==> src/rtl/dac_link_pkg.sv <==
// Shared constants for the serial converter link and its two ends
package dac_link_pkg;
  localparam int          FRAME_BITS      = 24;        // Bits per write frame
  localparam int          CNT_W           = 5;         // Width of the falling-edge counter
  localparam logic [4:0]  LAST_EDGE       = 5'h17;     // Index of the 24th falling edge
  localparam int          CODE_W          = 18;        // Full data code width
  localparam int          CORE_W          = 16;        // Core converter code width
  localparam int          INTERP_W        = 2;         // Interpolator code width
  localparam int          CODE_MSB        = 19;        // Frame position of code bit 17
  localparam int          CORE_MSB        = 19;        // Frame position of core code msb
  localparam int          CORE_LSB        = 4;         // Frame position of core code lsb
  localparam int          INTERP_MSB      = 3;         // Frame position of interpolator msb
  localparam int          INTERP_LSB      = 2;         // Frame position of interpolator lsb
  localparam logic [17:0] CODE_ZERO       = 18'h00000; // Zero scale power-up code
  localparam logic [17:0] CODE_MID        = 18'h20000; // Midscale power-up code
  localparam logic [1:0]  INTERP_PHASES   = 2'h3;      // Last phase of a four-step duty period
  localparam int          CLK_MHZ         = 125;       // System clock rate
  localparam int          SYNC_HIGH_NS    = 33;        // Least frame sync high time
  localparam int          SCLK_MAX_MHZ    = 30;        // Fastest serial clock
  // Least high time rounded up to whole cycles
  localparam int          SYNC_HIGH_CYC   = (SYNC_HIGH_NS * CLK_MHZ + 999) / 1000;
  // Least serial half period rounded up plus one cycle, for the host divider
  localparam int          SCLK_HALF_CYC   = (1000 * CLK_MHZ / SCLK_MAX_MHZ / 2 + 999) / 1000 + 1;
  localparam int          INTERP_DIV      = 16;        // Default system cycles per interpolator step
endpackage

==> src/rtl/dac_link_if.sv <==
// Three-wire write-only link between host and converter
`timescale 1ns/1ps
interface dac_link_if;
  logic sync_n; // Frame sync, active low, driven by host
  logic sclk;   // Serial clock, driven by host
  logic sdata;  // Serial data, driven by host

  modport host (output sync_n, output sclk, output sdata);
  modport dev  (input  sync_n, input  sclk, input  sdata);
endinterface

==> src/rtl/dac_link_dev.sv <==
// Converter end: serial receiver, converter register and interpolator
`timescale 1ns/1ps
// Behaviour
// - frame armed after sync falling edge
// - shift data on sclk falls
// - 24th fall loads converter register
// - host holds sync high 33 ns
// - host may park sync low
// - code is unsigned straight binary
// - bits 19..4 core, 3..2 interpolator
// - duty at C+1 is 0/25/50/75%
// - free-running internal interpolator clock
// - host sclk at most 30 MHz
// - early sync rise aborts frame
// - frame: 2 ignored, 2 reserved, 18, 2
// - power-up zero or midscale until write
// - host sends msb first
module dac_link_dev #(
  parameter bit MIDSCALE   = 1'b0,                   // Power-up variant: 0 zero scale, 1 midscale
  parameter int INTERP_DIV = dac_link_pkg::INTERP_DIV // System cycles per interpolator step
) (
  input  wire logic        mclk,
  input  wire logic        rst,
  dac_link_if.dev          link,
  output logic [17:0]      code,        // Loaded 18-bit code
  output logic [15:0]      core_code,   // Code presented to the core converter
  output logic             update       // One-cycle pulse when a frame loads
);
  // Positions of the three pins inside the synchroniser bank
  localparam int PIN_SYNC  = 0;          // Frame sync, active low
  localparam int PIN_SCLK  = 1;          // Serial clock
  localparam int PIN_DATA  = 2;          // Serial data
  localparam int PIN_COUNT = 3;          // Pins brought into the mclk domain

  // Synchroniser bank, one bit per pin
  logic [PIN_COUNT-1:0] pin_raw;         // Pins as they arrive, asynchronous to mclk
  logic [PIN_COUNT-1:0] pin_meta_r;      // First stage, may go metastable
  logic [PIN_COUNT-1:0] pin_sync_r;      // Second stage, the only stage logic may read
  logic [PIN_COUNT-1:0] pin_prev_r;      // Second stage one cycle older, for edge finding

  // Levels and edges seen through the synchronisers
  logic                 sync_low;        // Frame sync is asserted
  logic                 sync_fall;       // Frame sync went low: a frame starts
  logic                 sync_rise;       // Frame sync went high: a frame ends or aborts
  logic                 sclk_fall;       // Serial clock fell while sync is low
  logic                 data_bit;        // Serial data bit, aligned with the clock edges

  // Receive side
  logic                 armed_r;         // Frame in progress, clock edges are counted
  logic [4:0]           cnt_r;           // Falling edges taken in this frame
  logic [23:0]          shift_r;         // Input shift register, first bit ends at the top
  logic [23:0]          shift_nxt;       // Shift register with the current bit appended
  logic                 last_edge;       // The counter stands on the last edge of a frame
  logic                 load;            // A complete frame lands this cycle

  // Converter register and the split of its code
  logic [17:0]          code_r;          // Converter register
  logic                 update_r;        // Load pulse
  logic [15:0]          code_core;       // Upper part of the code, the core value C
  logic [1:0]           code_interp;     // Lower part of the code, the duty fraction
  logic                 core_full;       // C is already full scale, C+1 would wrap

  // Interpolator
  logic [15:0]          div_r;           // Interpolator step timer
  logic                 div_wrap;        // Timer reaches the end of a step
  logic [1:0]           phase_r;         // Phase within a four-step duty period
  logic                 bump;            // Core sees C+1 in this phase
  logic [15:0]          core_r;          // Core code output register

  // Gather the pins in PIN_ order so the bank moves through one set of flops
  assign pin_raw = {link.sdata, link.sclk, link.sync_n};

  // Three flops per pin. No reset: the bank flushes itself while reset is held,
  // and a forced value could fake an edge on the first cycle after release.
  always_ff @(posedge mclk) begin
    pin_meta_r <= pin_raw;
    pin_sync_r <= pin_meta_r;
    pin_prev_r <= pin_sync_r;
  end

  // Edge finders read only the second stage and its delayed copy
  assign sync_low  = ~pin_sync_r[PIN_SYNC];
  assign sync_fall = pin_prev_r[PIN_SYNC] & sync_low;
  assign sync_rise = ~pin_prev_r[PIN_SYNC] & ~sync_low;
  // Clock falls only count as data edges while the frame sync is low
  assign sclk_fall = pin_prev_r[PIN_SCLK] & ~pin_sync_r[PIN_SCLK] & sync_low;
  // Data passes the same two stages as the clock, so it lines up with the edge
  assign data_bit  = pin_sync_r[PIN_DATA];

  // Msb arrives first and walks up to bit 23
  assign shift_nxt = {shift_r[dac_link_pkg::FRAME_BITS-2:0], data_bit};
  // The counter sits on the last edge of the frame
  assign last_edge = (cnt_r == dac_link_pkg::LAST_EDGE);
  // A sync edge in the same cycle wins over the last clock edge: the frame is dropped
  assign load      = armed_r & sclk_fall & last_edge & ~sync_rise & ~sync_fall;

  // Frame state: arm only on a real falling sync, never on a low level left from reset
  always_ff @(posedge mclk) begin
    if (rst) begin
      armed_r <= 1'b0;
    end else if (sync_fall) begin
      // New frame, whatever the previous one left behind
      armed_r <= 1'b1;
    end else if (sync_rise) begin
      // Early rise abandons the frame
      armed_r <= 1'b0;
    end else if (armed_r && sclk_fall && last_edge) begin
      // Further clock edges are ignored until sync falls again
      armed_r <= 1'b0;
    end
  end

  // Edge counter: restarts at every sync fall so each frame counts from zero
  always_ff @(posedge mclk) begin
    if (rst) begin
      cnt_r <= '0;
    end else if (sync_fall) begin
      cnt_r <= '0;
    end else if (sync_rise) begin
      cnt_r <= '0;
    end else if (armed_r && sclk_fall) begin
      if (last_edge) begin
        // Back to zero so a stray count never carries into the next frame
        cnt_r <= '0;
      end else begin
        // One more bit taken
        cnt_r <= cnt_r + 5'h01;
      end
    end
  end

  // Input shift register: cleared at each frame start and at each abort
  always_ff @(posedge mclk) begin
    if (rst) begin
      shift_r <= '0;
    end else if (sync_fall) begin
      shift_r <= '0;
    end else if (sync_rise) begin
      // Half a frame must never leak into a later one
      shift_r <= '0;
    end else if (armed_r && sclk_fall) begin
      shift_r <= shift_nxt;
    end
  end

  // Converter register: power-up value held until a full frame lands
  always_ff @(posedge mclk) begin
    if (rst) begin
      code_r <= MIDSCALE ? dac_link_pkg::CODE_MID : dac_link_pkg::CODE_ZERO;
    end else if (load) begin
      // Ignored and reserved bits dropped; data is unsigned straight binary
      code_r <= shift_nxt[dac_link_pkg::CODE_MSB -: dac_link_pkg::CODE_W];
    end
  end

  // Load pulse, exactly one cycle per landed frame
  always_ff @(posedge mclk) begin
    if (rst) begin
      update_r <= 1'b0;
    end else begin
      update_r <= load;
    end
  end

  // Interpolator step timer; runs from mclk alone, never from the serial clock
  assign div_wrap = (div_r == 16'(INTERP_DIV - 1));

  always_ff @(posedge mclk) begin
    if (rst) begin
      div_r <= '0;
    end else if (div_wrap) begin
      div_r <= '0;
    end else begin
      div_r <= div_r + 16'h0001;
    end
  end

  // Phase walks through four equal steps and wraps
  always_ff @(posedge mclk) begin
    if (rst) begin
      phase_r <= '0;
    end else if (div_wrap) begin
      if (phase_r == dac_link_pkg::INTERP_PHASES) begin
        phase_r <= '0;
      end else begin
        phase_r <= phase_r + 2'h1;
      end
    end
  end

  // Upper 16 bits feed the core, lower 2 bits set the duty fraction
  assign code_core   = code_r[dac_link_pkg::CODE_W-1 -: dac_link_pkg::CORE_W];
  assign code_interp = code_r[dac_link_pkg::INTERP_W-1:0];
  // Full scale core has no C+1; such a code simply stays at C
  assign core_full   = (code_core == '1);
  // C+1 in the first code_interp of four phases: 0, 25, 50 or 75 percent
  assign bump        = (phase_r < code_interp) & ~core_full;

  // Core input register; it follows a new code one cycle after the load
  always_ff @(posedge mclk) begin
    if (rst) begin
      core_r <= '0;
    end else if (bump) begin
      core_r <= code_core + 16'h0001;
    end else begin
      core_r <= code_core;
    end
  end

  // Outputs come straight from their registers
  assign code      = code_r;
  assign core_code = core_r;
  assign update    = update_r;
endmodule

==> src/flat_wrapper.sv <==
// flat-port wrapper written by rule: the top's interface ports become plain ports
module dac_link_dev_flat 
#(
  parameter bit MIDSCALE   = 1'b0,                                                                
  parameter int INTERP_DIV = dac_link_pkg::INTERP_DIV                                       
)
  (mclk, rst, code, core_code, update, link_sync_n, link_sclk, link_sdata);
  dac_link_if link_i ();
  input  wire logic mclk;
  input  wire logic rst;
  output logic [17:0] code;
  output logic [15:0] core_code;
  output logic update;
  input wire logic [$bits(link_i.sync_n)-1:0] link_sync_n;
  input wire logic [$bits(link_i.sclk)-1:0] link_sclk;
  input wire logic [$bits(link_i.sdata)-1:0] link_sdata;
  assign link_i.sync_n = link_sync_n;
  assign link_i.sclk = link_sclk;
  assign link_i.sdata = link_sdata;
  dac_link_dev #(.MIDSCALE(MIDSCALE), .INTERP_DIV(INTERP_DIV)) u_core (.mclk(mclk), .rst(rst), .link(link_i), .code(code), .core_code(core_code), .update(update));
endmodule
==> config.mk <==
export PLATFORM = sky130hd
export DESIGN_NAME = dac_link_dev_flat
export DESIGN_NICKNAME = d
export VERILOG_FILES = /design/src/rtl/dac_link_pkg.sv /design/src/rtl/dac_link_if.sv /design/src/rtl/dac_link_dev.sv /design/src/flat_wrapper.sv
export SDC_FILE = /design/constraint.sdc
export NUM_CORES = 1
export LEC_CHECK = 0
export BUFFER_PORTS_ARGS = -buffer_cell sky130_fd_sc_hd__buf_2
export CAP_MARGIN = 25
export CORE_UTILIZATION = 30
export CTS_CLUSTER_DIAMETER = 60
export DETAILED_ROUTE_END_ITERATION = 12
export PLACE_DENSITY_LB_ADDON = 0.25
export SLEW_MARGIN = 15
export SYNTH_ARGS = -nofsm -noshare
export SYNTH_HDL_FRONTEND = slang
export SYNTH_SLANG_ARGS = --single-unit
==> constraint.sdc <==
create_clock -name mclk -period 3.1 [get_ports mclk]
set_clock_uncertainty 0.2 [all_clocks]
set_input_delay 0.155 -clock mclk [delete_from_list [all_inputs] [get_ports mclk]]
set_output_delay 0.155 -clock mclk [all_outputs]
set_load 0.005 [all_outputs]
# Yosys cells after proc, flatten, opt, wreduce, memory -nomap -nowiden
# Index checks and enable logic that the tools add are counted.
# totals
elab_cells	46
out_inout_bits	35
regBits	86
inputBits	5
# classes
order_cmp	1
reduce_logical	5
eq_ne	4
add_sub_neg	4
mux	6
n_bitwise	15
# ops
operator	n
16-bit by 1-bit adder with 16-bit output (second input constant)	2
16-bit equality test (second input constant)	1
16-bit by 4-bit equality test with 1-bit output (second input constant)	1
16-bit two-way mux	1
1-bit AND	9
1-bit NOT	6
5-bit by 1-bit adder with 5-bit output (second input constant)	1
5-bit equality test (second input constant)	1
5-bit two-way mux	1
1-bit two-way mux	3
3-bit nonzero test	1
3-bit OR reduction	1
2-bit by 1-bit adder with 2-bit output (second input constant)	1
2-bit equality test (second input constant)	1
1-bit logical AND	2
2-bit < comparator	1
2-bit two-way mux	1
2-bit OR reduction	1

# Longest topological paths before layout
# logic_depth
depth_word	8
mapped_depth	7
ltp_nobuf	5

# Worst setup path before layout
# OpenSTA, ideal clock, no wires.
# synth_timing
path_kind	reg2reg
from	register u_core.code_r[1], in the netlist u_core.code[1]
to	register u_core.core_r[13], in the netlist u_core.core_code[13]
setup_time_ns	0.121
path_stages_with_launch	6
required_ns	2.779
slack_ns	0.926
arrival_time_ns	1.853
period_less_slack_ns	2.174
n_path_buf	0
cell_sequence	dfxtp_1 inv_1 ha_1 a2111o_1 a2111oi_0 mux2_2
# synth_between
elab_chain_cells	3
# synth_rtl
item	line_no	rtl
from (decl)	dac_link_dev.sv:57	logic [17:0] code_r;
from (signal assigned)	dac_link_dev.sv:149	code_r <= MIDSCALE ? dac_link_pkg::CODE_MID : dac_link_pkg::CODE_ZERO;
from (signal assigned)	dac_link_dev.sv:152	code_r <= shift_nxt[dac_link_pkg::CODE_MSB -: dac_link_pkg::CODE_W];
2-bit < comparator	dac_link_dev.sv:197	assign bump = (phase_r < code_interp) & ~core_full;
1-bit AND	dac_link_dev.sv:197	
16-bit two-way mux	dac_link_dev.sv:203	end else if (bump) begin
to (signal assigned)	dac_link_dev.sv:204	core_r <= code_core + 16'h0001;
to (signal assigned)	dac_link_dev.sv:206	core_r <= code_core;
to (decl)	dac_link_dev.sv:68	logic [15:0] core_r;
# No other way between the ends.
# A chain may end at the register's enable or synchronous reset.

# Worst setup path after layout
# Same ends and word-level chain as after synthesis.

==> summary.md <==
| Metric | Value |
|---|---|
| Fillers | 1181 |
| Die W | 110.1 um |
| Global-route wire length before repair | 11.56 mm |
| Top cell type by total area after synthesis | dfxtp_1 |
| FMAX | 390.4 MHz |
| Synth top cells by count | dfxtp_1, nor2_1, nand2_1, a21oi_1, mux2i_1 |
| H-tree Lvls | 3 |
| Peak VDD IR | 0.2206 mV |
| Vias in the first global route | 2431 |
| Path type of the worst min-delay path | flop to flop |
| Largest net degree at the start of global routing | 50 |
| 1st-pass router iterations | 4 |
| Remaining antenna violation count | 0 |
| Status | finished clean |
| Chip Height | 110.1 um |
| Io pins | 40 |
| Sequential area share after synthesis | 49.09% |
| Final cycle utilization of the critical path | 82.63% |
| Initial core utilization | 30.71% |
| Max Slew Vio Count | 0 |
| Clock transition at path regs | 0.06 ns |
| Synth Cell Area | 3507 sq um |
| Dpl hpwl | 4.892 mm |
| Final-report setup violation count | 0 |
| Leading cell type by number of instances after synthesis | dfxtp_1 |
| Skew-Pair Late Insertion Delay | 0.33 ns |
| Clock Path Buffers | 2 |
| Synth area leaders | dfxtp_1, mux2i_1, nor2_1, nand2_1, a21oi_1 |
| # nets final | 438 |
| Post-route setup slack | 0.5386 ns |
| CTS tree | built |
| Setup TNS | 0 ns |
| WL final | 7.061 mm |
| Hold buffers post-CTS | 4 |
| Full die area | 12130 sq um |
| Vias/cell | 4.736 |
| Worst slew pin tran | 0.7403 ns |
| Net Count, Synth | 398 |
| Worst Setup Start Kind | flop |
| Core outline area | 11420 sq um |
| Setup Buffers After CTS | 0 |
| Ys Warns | 0 |
| Grt ovf | 0 |
| Worst Path Max Fanout | 7 |
| CTS resizes | 0 |
| Max Cap Viol | 0 |
| Std-Cell Rows | 39 |
| Total power | 2.253 mW |
| WL/cell | 12.26 um |
| Final hold viol count | 0 |
| Drc violations | 0 |
| Post-synth ARST share | 0% |
| Initial antenna violation count | 0 |
| Clk root buf | clkbuf_16 |
| CP endpoint kind | flop |
| Area Growth Syn to Fin | 19.73% |
| Pwr dens | 536.6 nW/um^2 |
| Mapped Cells | 388 |
| # diodes | 0 |
| Netlist cell types | 41 |
| TritonCTS Buffers | 9 |
| Clk sinks | 86 |
| Leak | 1.535 nW |
| Ys flop type | dfxtp_1 |
| Post-Place Worst Slack | 0.5353 ns |
| Post-synth top area share | 49.09% |
| EDFF count, synth | 0 |
| RSZ-0062 raised after global routing | false |
| Port Buffer Count | 39 |
| Tmin final | 2.561 ns |
| CP Class | flop to flop |
| Final RePlAce weighted congestion | 0.7790 |
| Via count | 2728 |
| Required @ worst endpoint | 3.12 ns |
| Avg Inst Size Synth | 9.039 sq um |
| Arrival @ worst endpoint | 2.58 ns |
| Seq cells post-synth | 86 |
| Gr usage total | 12.21% |
| Layout cells sized above 1 | 17.09% |
| DR iter-0 viols | 159 |
| Relative slew slack | 50.57% |
## cell type report
| cell class | count | area [sq um] | area share [%] |
|---|---|---|---|
| inverter | 9 | 33.78 | 0.8045 |
| timing repair buffer | 49 | 280.3 | 6.675 |
| clock inverter | 3 | 42.54 | 1.013 |
| sequential | 86 | 1722 | 41.00 |
| tap | 143 | 178.9 | 4.261 |
| clock buffer | 13 | 260.3 | 6.198 |
| multi-input combinational | 273 | 1682 | 40.05 |
## report_power, final
group	leakage, nW	internal, mW	switching, mW
Sequential	0.696	1.11	0.00653
Clock	0.146	0.668	0.417
Combinational	0.693	0.0172	0.0296
## worst max-delay path, stage by stage, from the launching register on
cell and delay [ns]:
dfxtp_1 0.38, inv_1 0.06, ha_1 0.31, a2111o_1 0.48
a2111oi_0 0.63, mux2_2 0.40
## cells in the final DEF, fill, tap and decap left out, types with 2 or more instances in the layout
master / instances
a211oi_1: 8
a21oi_1: 25
and4_1: 3
buf_2: 39
buf_4: 6
clkbuf_1: 2
clkbuf_16: 9
clkbuf_8: 2
dfxtp_1: 86
dlygate4sd3_1: 4
ha_1: 5
inv_1: 9
mux2_2: 11
mux2i_1: 21
nand2_1: 51
nand2b_1: 6
nand3_1: 13
nand4_1: 6
nor2_1: 53
nor2b_1: 16
nor3_1: 4
nor4_1: 7
nor4b_1: 2
o21ai_0: 2
or3_1: 4
or4_1: 5
xnor2_1: 13
xor2_1: 3
## metal layers
metal,GRT usage [%],vias up,part of all wire [%]
li1,-,1413,-
met1,14.80,1271,48
met2,20.67,38,48
met3,3.645,6,3.3
met4,3.947,0,0.96
met5,0,-,0
## through the flow
| step | instance area [sq um] | std cells | utilization, % | hold WS (ns) |
|---|---|---|---|---|
| global route | 4199 | 576 | 36.77 | 0.1377 |
| finish | 4199 | 576 | 36.77 | 0.1265 |
| global placement | 3856 | 556 | 33.77 | 0.05779 |
| floorplan | 3507 | 388 | - | -0.01728 |
| detailed placement | 3856 | 556 | 33.77 | 0.05858 |
| CTS | 4199 | 576 | 36.77 | 0.1303 |
## path summary, 6_finish.rpt
kind | from | to | cells past startpoint | slack (ns)
worst max-delay path | u_core.code[1] | u_core.core_code[13] | 5 | 0.54
worst min-delay path | u_core.pin_meta_r[2] | u_core.pin_sync_r[2] | 0 | 0.13
worst max register to register | u_core.code[1] | u_core.core_code[13] | 5 | 0.54
worst min register to register | u_core.pin_meta_r[2] | u_core.pin_sync_r[2] | 0 | 0.13
## flip-flops by register name, summed over array words and instances (netlist names)
register,cells
u_core.div_r,16
u_core.pin_sync_r,3
u_core.cnt_r,5
u_core.armed_r,1
u_core.core_code,16
u_core.shift_r,19
u_core.pin_meta_r,3
u_core.pin_prev_r,2
u_core.code,18
u_core.phase_r,2
u_core.update,1
## cell families (layout without fill, tap and decap cells)
group / count (synthesis) / in the layout / synth area share, %
AOI/OAI and AO/OA: 42 / 42 / 7.314
DFF: 86 / 86 / 49.09
adders and majority gates: 5 / 5 / 1.784
muxes: 32 / 32 / 9.525
buffers and inverters: 29 / 74 / 3.532
and+or+nand+nor: 178 / 178 / 24.76
xor gates and xnor gates: 16 / 16 / 3.996
No activity file was read; power rests on OpenSTA's default activity.
